$ cat src/pkg/ulmc_pkg.sv
// shared constants, field layouts and types for the uart line and modem control block
package ulmc_pkg;

  localparam int ADDR_W = 3;
  localparam int DATA_W = 8;

  // register offsets
  localparam logic [2:0] OFS_DATA = 3'h0;
  localparam logic [2:0] OFS_IER = 3'h1;
  localparam logic [2:0] OFS_IIR = 3'h2;
  localparam logic [2:0] OFS_LFC = 3'h3;
  localparam logic [2:0] OFS_MLC = 3'h4;
  localparam logic [2:0] OFS_LST = 3'h5;
  localparam logic [2:0] OFS_MST = 3'h6;
  localparam logic [2:0] OFS_SCR = 3'h7;

  // modem_line_control field positions
  localparam int MLC_DTR = 0;
  localparam int MLC_RTS = 1;
  localparam int MLC_AUX1 = 2;
  localparam int MLC_IRQ_GATE = 3;
  localparam int MLC_LOOP = 4;
  localparam logic [7:0] MLC_WR_MASK = 8'h1f;

  // reset values
  localparam logic [7:0] LFC_RST = 8'h00;
  localparam logic [7:0] MLC_RST = 8'h00;
  localparam logic [7:0] IER_RST = 8'h00;
  localparam logic [7:0] SCR_RST = 8'h00;
  localparam logic [15:0] DIV_RST = 16'h0001;
  localparam logic [7:0] IIR_NONE = 8'h01;
  localparam logic [3:0] IER_MASK = 4'hf;

  // timing in 16x sample ticks
  localparam logic [5:0] TICKS_BIT = 6'h10;
  localparam logic [3:0] TICK_MID = 4'h7;
  localparam logic [3:0] TICK_LAST = 4'hf;
  localparam logic [5:0] TICKS_STOP_1 = 6'h10;
  localparam logic [5:0] TICKS_STOP_15 = 6'h18;
  localparam logic [5:0] TICKS_STOP_2 = 6'h20;

  // line_format_control layout, msb first
  typedef struct packed {
    logic divisor_access_select;
    logic break_ctl;
    logic stick_parity;
    logic even_parity_select;
    logic parity_enable;
    logic stop_bit_count;
    logic char_length_bit_high;
    logic char_length_bit_low;
  } ulmc_lfc_s;

  // register port request
  typedef struct packed {
    logic [2:0] addr;
    logic [7:0] wdata;
    logic wr;
    logic rd;
  } ulmc_req_s;

  // framing states, shared by both directions
  typedef enum logic [4:0] {
    FR_IDLE = 5'b00001,
    FR_START = 5'b00010,
    FR_DATA = 5'b00100,
    FR_PARITY = 5'b01000,
    FR_STOP = 5'b10000
  } ulmc_fr_e;

endpackage

$ cat src/logic/ulmc_core.sv
// uart line format and modem control with minimal serial engine and register port
//
// Functional notes
// divisor_access_select steers low offsets to divisor
// break holds transmit output at space
// break reaches the receive path only through loopback
// stick parity: fixed bit, inverse of even select
// normal parity: even or odd ones count
// parity_enable inserts and checks a parity bit
// parity bit sits between data and stop
// stop_bit_count zero sends exactly one stop
// one and half or two stop bits
// receiver checks only the first stop bit
// character length codes five through eight bits
// loopback returns transmitted characters to receiver
// loopback maps dtr rts aux gate to status
// irq gate drives or releases host_interrupt_line
// aux_output_one only feeds looped ring status
// rts follows modem control bit one
// dtr follows modem control bit zero
// parity mismatch flagged, cleared by status read
// upper modem bits zero, registers reset clear except divisor, which resets to one
// loopback idles output and isolates modem inputs
`timescale 1ns/1ps

module ulmc_core
  import ulmc_pkg::*;
(
  // clock and reset
  input wire logic clk,
  input wire logic rst_n,
  // register port
  input wire logic [ADDR_W-1:0] addr,
  input wire logic [DATA_W-1:0] wdata,
  input wire logic wr_stb,
  input wire logic rd_stb,
  output logic [DATA_W-1:0] rdata,
  // serial line
  input wire logic serial_in,
  output logic serial_out,
  // modem pins, active low
  input wire logic cts_n,
  input wire logic dsr_n,
  input wire logic ri_n,
  input wire logic dcd_n,
  output logic rts_n,
  output logic dtr_n,
  // host interrupt line, three-state
  input wire logic irq_req,
  output logic host_interrupt_line_o,
  output logic host_interrupt_line_oe_n,
  // state to neighbouring logic
  output logic divisor_access_select,
  output logic loopback
);

  ulmc_req_s req;
  assign req = '{addr: addr, wdata: wdata, wr: wr_stb, rd: rd_stb};

  // registers
  logic [7:0] lfc_r;
  logic [7:0] mlc_r;
  logic [7:0] ier_r;
  logic [7:0] scr_r;
  logic [15:0] div_r;
  ulmc_lfc_s lfc;
  assign lfc = ulmc_lfc_s'(lfc_r);

  wire div_sel = lfc.divisor_access_select;
  wire loop_on = mlc_r[MLC_LOOP];
  wire [1:0] wls = {lfc.char_length_bit_high, lfc.char_length_bit_low};
  wire [1:0] len_sh = 2'd3 - wls;

  // address decode
  wire hit_data = (req.addr == OFS_DATA);
  wire hit_ier = (req.addr == OFS_IER);
  wire wr_thr = req.wr & hit_data & ~div_sel;
  wire wr_dll = req.wr & hit_data & div_sel;
  wire wr_ier = req.wr & hit_ier & ~div_sel;
  wire wr_dlm = req.wr & hit_ier & div_sel;
  wire wr_lfc = req.wr & (req.addr == OFS_LFC);
  wire wr_mlc = req.wr & (req.addr == OFS_MLC);
  wire wr_scr = req.wr & (req.addr == OFS_SCR);
  wire rd_rbr = req.rd & hit_data & ~div_sel;
  wire rd_lst = req.rd & (req.addr == OFS_LST);
  wire rd_mst = req.rd & (req.addr == OFS_MST);

  // parity of a character, masked to the configured length
  function automatic logic par_of(input logic [7:0] d, input ulmc_lfc_s f,
                                  input logic [1:0] sh);
    logic [7:0] m;
    m = d & (8'hff >> sh);
    if (f.stick_parity) begin
      par_of = ~f.even_parity_select;
    end else begin
      par_of = f.even_parity_select ? ^m : ~^m;
    end
  endfunction

  // input synchronisers
  logic [1:0] sin_s_r;
  logic [1:0] cts_s_r;
  logic [1:0] dsr_s_r;
  logic [1:0] ri_s_r;
  logic [1:0] dcd_s_r;
  always_ff @(posedge clk) begin
    if (!rst_n) begin
      sin_s_r <= 2'b11;
      cts_s_r <= 2'b11;
      dsr_s_r <= 2'b11;
      ri_s_r <= 2'b11;
      dcd_s_r <= 2'b11;
    end else begin
      sin_s_r <= {sin_s_r[0], serial_in};
      cts_s_r <= {cts_s_r[0], cts_n};
      dsr_s_r <= {dsr_s_r[0], dsr_n};
      ri_s_r <= {ri_s_r[0], ri_n};
      dcd_s_r <= {dcd_s_r[0], dcd_n};
    end
  end

  // register writes
  always_ff @(posedge clk) begin
    if (!rst_n) begin
      lfc_r <= LFC_RST;
      mlc_r <= MLC_RST;
      ier_r <= IER_RST;
      scr_r <= SCR_RST;
      div_r <= DIV_RST;
    end else begin
      if (wr_lfc) lfc_r <= req.wdata;
      if (wr_mlc) mlc_r <= req.wdata & MLC_WR_MASK;
      if (wr_ier) ier_r <= {4'h0, req.wdata[3:0] & IER_MASK};
      if (wr_scr) scr_r <= req.wdata;
      if (wr_dll) div_r[7:0] <= req.wdata;
      if (wr_dlm) div_r[15:8] <= req.wdata;
    end
  end

  // 16x sample tick from divisor
  logic [15:0] div_cnt_r;
  logic tick_r;
  wire [15:0] div_last = (div_r == 16'h0000) ? 16'h0000 : div_r - 16'h0001;
  always_ff @(posedge clk) begin
    if (!rst_n) begin
      div_cnt_r <= 16'h0000;
      tick_r <= 1'b0;
    end else if (div_cnt_r >= div_last) begin
      div_cnt_r <= 16'h0000;
      tick_r <= 1'b1;
    end else begin
      div_cnt_r <= div_cnt_r + 16'h0001;
      tick_r <= 1'b0;
    end
  end

  // transmitter
  ulmc_fr_e tx_st_r;
  logic [5:0] tx_tick_r;
  logic [2:0] tx_bit_r;
  logic [7:0] tx_sh_r;
  logic tx_par_r;
  logic [7:0] thr_r;
  logic thr_full_r;

  wire [5:0] stop_ticks = !lfc.stop_bit_count ? TICKS_STOP_1 :
                          (wls == 2'b00) ? TICKS_STOP_15 : TICKS_STOP_2;
  wire [5:0] tx_span = (tx_st_r == FR_STOP) ? stop_ticks : TICKS_BIT;
  wire tx_bit_end = tick_r & (tx_tick_r == tx_span - 6'h01);
  wire tx_load = (tx_st_r == FR_IDLE) & thr_full_r;
  wire [2:0] last_bit = {1'b1, wls};

  logic tx_frame;
  always_comb begin
    case (tx_st_r)
      FR_IDLE: tx_frame = 1'b1;
      FR_START: tx_frame = 1'b0;
      FR_DATA: tx_frame = tx_sh_r[0];
      FR_PARITY: tx_frame = tx_par_r;
      FR_STOP: tx_frame = 1'b1;
      default: tx_frame = 1'b1;
    endcase
  end
  wire tx_line = tx_frame & ~lfc.break_ctl;

  always_ff @(posedge clk) begin
    if (!rst_n) begin
      tx_st_r <= FR_IDLE;
      tx_tick_r <= 6'h00;
      tx_bit_r <= 3'h0;
      tx_sh_r <= 8'h00;
      tx_par_r <= 1'b0;
    end else if (tx_load) begin
      tx_st_r <= FR_START;
      tx_tick_r <= 6'h00;
      tx_bit_r <= 3'h0;
      tx_sh_r <= thr_r;
      tx_par_r <= par_of(thr_r, lfc, len_sh);
    end else if (tx_st_r != FR_IDLE && tick_r) begin
      tx_tick_r <= tx_bit_end ? 6'h00 : tx_tick_r + 6'h01;
      if (tx_bit_end) begin
        case (tx_st_r)
          FR_START: begin
            tx_st_r <= FR_DATA;
          end
          FR_DATA: begin
            tx_sh_r <= {1'b0, tx_sh_r[7:1]};
            tx_bit_r <= tx_bit_r + 3'h1;
            if (tx_bit_r == 3'd4 + {1'b0, wls}) begin
              tx_st_r <= lfc.parity_enable ? FR_PARITY : FR_STOP;
            end
          end
          FR_PARITY: begin
            tx_st_r <= FR_STOP;
          end
          default: begin
            tx_st_r <= FR_IDLE;
          end
        endcase
      end
    end
  end

  // holding buffer: a write in the load cycle keeps it full
  always_ff @(posedge clk) begin
    if (!rst_n) begin
      thr_r <= 8'h00;
      thr_full_r <= 1'b0;
    end else begin
      if (wr_thr) thr_r <= req.wdata;
      thr_full_r <= wr_thr | (thr_full_r & ~tx_load);
    end
  end

  // receiver, fed from the pin or the looped transmit line
  wire rx_line = loop_on ? tx_line : sin_s_r[1];
  ulmc_fr_e rx_st_r;
  logic [3:0] rx_tick_r;
  logic [2:0] rx_bit_r;
  logic [7:0] rx_sh_r;
  logic rx_par_r;
  wire rx_mid_start = tick_r & (rx_tick_r == TICK_MID);
  wire rx_mid = tick_r & (rx_tick_r == TICK_LAST);
  wire rx_done = (rx_st_r == FR_STOP) & rx_mid;
  wire [7:0] rx_data = rx_sh_r >> len_sh;
  wire rx_par_bad = lfc.parity_enable & (rx_par_r != par_of(rx_data, lfc, len_sh));

  always_ff @(posedge clk) begin
    if (!rst_n) begin
      rx_st_r <= FR_IDLE;
      rx_tick_r <= 4'h0;
      rx_bit_r <= 3'h0;
      rx_sh_r <= 8'h00;
      rx_par_r <= 1'b0;
    end else begin
      case (rx_st_r)
        FR_IDLE: begin
          rx_tick_r <= 4'h0;
          rx_bit_r <= 3'h0;
          if (!rx_line) rx_st_r <= FR_START;
        end
        FR_START: begin
          if (tick_r) rx_tick_r <= rx_mid_start ? 4'h0 : rx_tick_r + 4'h1;
          if (rx_mid_start) rx_st_r <= rx_line ? FR_IDLE : FR_DATA;
        end
        FR_DATA: begin
          if (tick_r) rx_tick_r <= rx_tick_r + 4'h1;
          if (rx_mid) begin
            rx_sh_r <= {rx_line, rx_sh_r[7:1]};
            rx_bit_r <= rx_bit_r + 3'h1;
            if (rx_bit_r == last_bit) begin
              rx_st_r <= lfc.parity_enable ? FR_PARITY : FR_STOP;
            end
          end
        end
        FR_PARITY: begin
          if (tick_r) rx_tick_r <= rx_tick_r + 4'h1;
          if (rx_mid) begin
            rx_par_r <= rx_line;
            rx_st_r <= FR_STOP;
          end
        end
        FR_STOP: begin
          if (tick_r) rx_tick_r <= rx_tick_r + 4'h1;
          if (rx_mid) rx_st_r <= FR_IDLE;
        end
        default: begin
          rx_st_r <= FR_IDLE;
        end
      endcase
    end
  end

  // receive buffer and line status flags, set wins over read clear
  logic [7:0] rbr_r;
  logic dr_r;
  logic oe_r;
  logic pe_r;
  logic fe_r;
  always_ff @(posedge clk) begin
    if (!rst_n) begin
      rbr_r <= 8'h00;
      dr_r <= 1'b0;
      oe_r <= 1'b0;
      pe_r <= 1'b0;
      fe_r <= 1'b0;
    end else begin
      if (rx_done) rbr_r <= rx_data;
      dr_r <= rx_done | (dr_r & ~rd_rbr);
      oe_r <= (rx_done & dr_r & ~rd_rbr) | (oe_r & ~rd_lst);
      pe_r <= (rx_done & rx_par_bad) | (pe_r & ~rd_lst);
      fe_r <= (rx_done & ~rx_line) | (fe_r & ~rd_lst);
    end
  end

  wire thre = ~thr_full_r;
  wire temt = thre & (tx_st_r == FR_IDLE);
  wire [7:0] lst_val = {1'b0, temt, thre, 1'b0, fe_r, pe_r, oe_r, dr_r};

  // modem status: looped control bits or isolated pins
  wire [3:0] pin_st = {~dcd_s_r[1], ~ri_s_r[1], ~dsr_s_r[1], ~cts_s_r[1]};
  wire [3:0] loop_st = {mlc_r[MLC_IRQ_GATE], mlc_r[MLC_AUX1],
                        mlc_r[MLC_DTR], mlc_r[MLC_RTS]};
  wire [3:0] cur_st = loop_on ? loop_st : pin_st;
  logic [3:0] prev_st_r;
  logic [3:0] delta_r;
  wire [3:0] chg = cur_st ^ prev_st_r;
  wire [3:0] delta_set = {chg[3], prev_st_r[2] & ~cur_st[2], chg[1], chg[0]};
  always_ff @(posedge clk) begin
    if (!rst_n) begin
      prev_st_r <= 4'h0;
      delta_r <= 4'h0;
    end else begin
      prev_st_r <= cur_st;
      delta_r <= delta_set | (delta_r & {4{~rd_mst}});
    end
  end
  wire [7:0] mst_val = {cur_st, delta_r};

  // read mux
  logic [7:0] rd_mux;
  always_comb begin
    case (req.addr)
      OFS_DATA: rd_mux = div_sel ? div_r[7:0] : rbr_r;
      OFS_IER: rd_mux = div_sel ? div_r[15:8] : ier_r;
      OFS_IIR: rd_mux = IIR_NONE;
      OFS_LFC: rd_mux = lfc_r;
      OFS_MLC: rd_mux = mlc_r;
      OFS_LST: rd_mux = lst_val;
      OFS_MST: rd_mux = mst_val;
      OFS_SCR: rd_mux = scr_r;
      default: rd_mux = 8'h00;
    endcase
  end

  // registered outputs
  always_ff @(posedge clk) begin
    if (!rst_n) begin
      rdata <= 8'h00;
      serial_out <= 1'b1;
      rts_n <= 1'b1;
      dtr_n <= 1'b1;
      host_interrupt_line_o <= 1'b0;
      host_interrupt_line_oe_n <= 1'b1;
      divisor_access_select <= 1'b0;
      loopback <= 1'b0;
    end else begin
      rdata <= req.rd ? rd_mux : 8'h00;
      serial_out <= loop_on ? 1'b1 : tx_line;
      rts_n <= ~mlc_r[MLC_RTS];
      dtr_n <= ~mlc_r[MLC_DTR];
      host_interrupt_line_o <= irq_req;
      host_interrupt_line_oe_n <= ~mlc_r[MLC_IRQ_GATE];
      divisor_access_select <= div_sel;
      loopback <= loop_on;
    end
  end

endmodule

$ cat config.mk
export PLATFORM = sky130hd
export DESIGN_NAME = ulmc_core
export DESIGN_NICKNAME = d
export VERILOG_FILES = /design/src/pkg/ulmc_pkg.sv /design/src/logic/ulmc_core.sv
export SDC_FILE = /design/constraint.sdc
export NUM_CORES = 1
export LEC_CHECK = 0
export ABC_AREA = 1
export BUFFER_PORTS_ARGS = -buffer_cell sky130_fd_sc_hd__buf_2
export CAP_MARGIN = 20
export CORE_UTILIZATION = 50
export CTS_CLUSTER_DIAMETER = 80
export DETAILED_ROUTE_END_ITERATION = 10
export GPL_TIMING_DRIVEN = 0
export PLACE_DENSITY = 0.78
export SLEW_MARGIN = 10
export SYNTH_ARGS = -nofsm -noshare
export SYNTH_HDL_FRONTEND = slang
export SYNTH_SLANG_ARGS = --single-unit
export TNS_END_PERCENT = 20
$ cat constraint.sdc
create_clock -name clk -period 6.71 [get_ports clk]
set_input_delay 0.3355 -clock clk [delete_from_list [all_inputs] [get_ports clk]]
set_output_delay 0.3355 -clock clk [all_outputs]
set_load 0.02 [all_outputs]
==> impl_metrics.yaml <==
layout:
  layout_common_cells: "nand2_1, dfxtp_1, inv_1, a21oi_1, o21ai_0"
  drive_gt1_share_pct: 13.7
  fill_cells: 1496
  fin_nets: 1193
  area_growth_pct: 12.8
  mostFrequentLayoutCell: "nand2_1"
route:
  firstDrtPassIters: 5
  route.detailed.drc: 0
  vias_per_cell: 5.43
  wl_per_cell_um: 15.4
  antenna_left: 0
  dr_total_vias: 7440
  wirelength_um: 21100
  drt_iter0_drc: 627
timing:
  min_period_ps: 3210
  fin_ws_ps: 3500
  finClkSkew_ps: 12.5
  setup_tns_ps: 0
  relSlewSlack_pct: 43.1
  fmax_ghz: 0.312
  rsz0062_at_grt: "false"
  fin_crit_sh_pct: 47.8
  setup_viol: 0
  tightest_slew_ps: 853
  finalHoldViolations: 0
  slew_violations: 0
clock_tree:
  clkLatencyLatePin_ps: 430
  path_clk_slew_ps: 60
  ctsResizeCount: 0
  cts.path.max_buffers: 2
  tritoncts: "done"
  h-tree-depth: 4
  cts.sinks: 156
  postCtsSetupBuffers: 0
  cts_root_buffer: "clkbuf_16"
  cts_buffers: 17
  postCtsHoldBufs: 0
floorplan:
  io_pins: 36
  start_util_pct: 51.8
  rows: 45
  fp.dieH_um: 128
  dieArea_mm2: 0.0165
  fp.dieW_um: 128
  coreArea_mm2: 0.0154
power:
  intPower_mw: 1.63
  p_sw_mw: 0.538
  irDropWorstVdd_mv: 0.186
  power.density_mw_per_mm2: 241
  comb_power_share_pct: 10.2
  power.total_mw: 2.17
  p_sw_share_pct: 24.8
  clockPowerShare_pct: 45.0
  p_seq_share_pct: 44.8
  p_leak_nw: 3.74
worst_setup_path:
  worstPathArrival_ps: 3570
  start_kind: "flip-flop"
  crit_path_end_kind: "flip-flop"
  critPathKind: "flip-flop to flip-flop"
  worstPathRequired_ps: 7070
  crit_fanout: 10
placed_design:
  post-place-ws_ps: 3430
  numPortBuffers: 34
  routabilityCongestion: 0.979
  dp_hpwl_um: 15700
global_routing:
  grt_pass1_vias: 6719
  grt_start_max_net_pins: 17
  antenna_found_initial: 3
  grt_overflow: 0
  grt_usage_pct: 26.5
  grt_pass1_wl_um: 33600
yosys:
  yosys_warnings: 0
  synthDistinctLibCells: 59
  async_flop_share_pct: 0
  synthFlopType: "dfxtp_1"
  synth_area_mm2: 0.00800
  yosysSeqAreaShare_pct: 39.0
  synth_cells: 1095
  synth_nets: 1140
  syn_area_per_cell_um2: 7.30
  synth-seq-cells: 156
  synth-edff-count: 0
job:
  maxCapViolCount: 0
worst_hold_path:
  hold_path_class: "input pin to flip-flop"
outcome:
  outcome: "finished, final reports clean"
[worst max-delay path: stages, from the launching register on]
cell     delay, ps
dfxtp_1        310
inv_1          150
ha_1           230
nand3_1         90
nor4_1         540
inv_1          110
buf_2          210
nand3_1        120
ha_1           240
a21oi_1        130
o21ai_0        100
a21oi_1        200
nand4_1        290
buf_2          290
a21oi_1        140
[cells in the mapped netlist (all sizes together) (8+ instances only)]
library cell  instances  area [µm²]
nand2               218         841
or2                  18         115
nor2                 93         399
inv                 137         527
clkbuf               18        67.6
dfxtp               156        3120
nand3                86         503
xor2                 21         184
nor3                 16        95.1
xnor2                10        87.6
ha                   24         300
nand4                14        93.8
o21ai               102         514
a211oi                8        65.1
a21oi               111         593
buf                  17         113
[per-layer routing]
metal | vias to the layer above | track usage (%) | routed length [µm] | share of wire [%]
met1 | 3362 | 33.2 | 9210 | 44
met3 | 70 | 6.40 | 1420 | 6.7
met2 | 265 | 42.8 | 9690 | 46
met4 | 4 | 12.9 | 803 | 3.8
met5 | - | 0 | 27 | 0.13
li1 | 3739 | - | - | -
[logic make-up after synthesis]
kind of cell / synth area share [%]
simple gates: 27.5
compound gates: 17.4
buf+inv: 8.93
flops: 39.0
xor+xnor: 3.39
fa+ha+maj: 3.75
[metrics by stage]
stage / hold slack (ps) / area [µm²] / cells / util (%)
global placement: 398 / 8430 / 1340 / 54.7
finish: 93.6 / 9030 / 1370 / 58.5
detailed placement: 399 / 8430 / 1340 / 54.7
floorplan: 371 / 8000 / 1095 / -
CTS: 82.0 / 9020 / 1369 / 58.5
global route: 88.9 / 9020 / 1369 / 58.5
[flip-flops by register name (all words and copies together) (netlist names), 3 cells and up]
register	flops
lfc	8
delta_r	4
div_cnt_r	16
rx_tick_r	4
tx_bit_r	3
ier_r	4
prev_st_r	4
tx_tick_r	6
tx_sh_r	8
rdata	8
rx_bit_r	3
mlc_r	5
scr_r	8
rx_sh_r	8
thr_r	8
div_r	16
tx_st_r	5
rx_st_r	5
rbr_r	8
[area by class of cell]
class | instances | area, µm² | share of cell area, %
Multi-Input combinational cell | 765 | 4160 | 46.1
Clock buffer | 23 | 478 | 5.30
Antenna cell | 1 | 2.50 | 0.0277
Timing Repair Buffer | 34 | 170 | 1.89
Buffer | 35 | 180 | 2.00
Clock inverter | 6 | 113 | 1.25
Inverter | 139 | 534 | 5.92
Sequential cell | 156 | 3120 | 34.6
Tap cell | 211 | 264 | 2.92
[power groups by stage]
stage / clock [mW] / sequential [mW] / combinational, mW
final: 0.976 / 0.973 / 0.222
after global routing: 1.03 / 0.975 / 0.244
after CTS: 0.990 / 0.972 / 0.218
after detailed placement: 0 / 0.992 / 0.217
after global placement: 0 / 0.992 / 0.213
after floorplan: 0 / 0.990 / 0.154
[worst paths after layout]
path | start | end | slack (ps) | cells after the start
max | div_r[1] | div_cnt_r[8] | 3500 | 14
min | serial_in | sin_s_r[0] | 90 | 2
max reg2reg | div_r[1] | div_cnt_r[8] | 3500 | 14
min reg2reg | mlc_r[0] | dtr_n | 410 | 1
(Power assumes the default switching activity.)
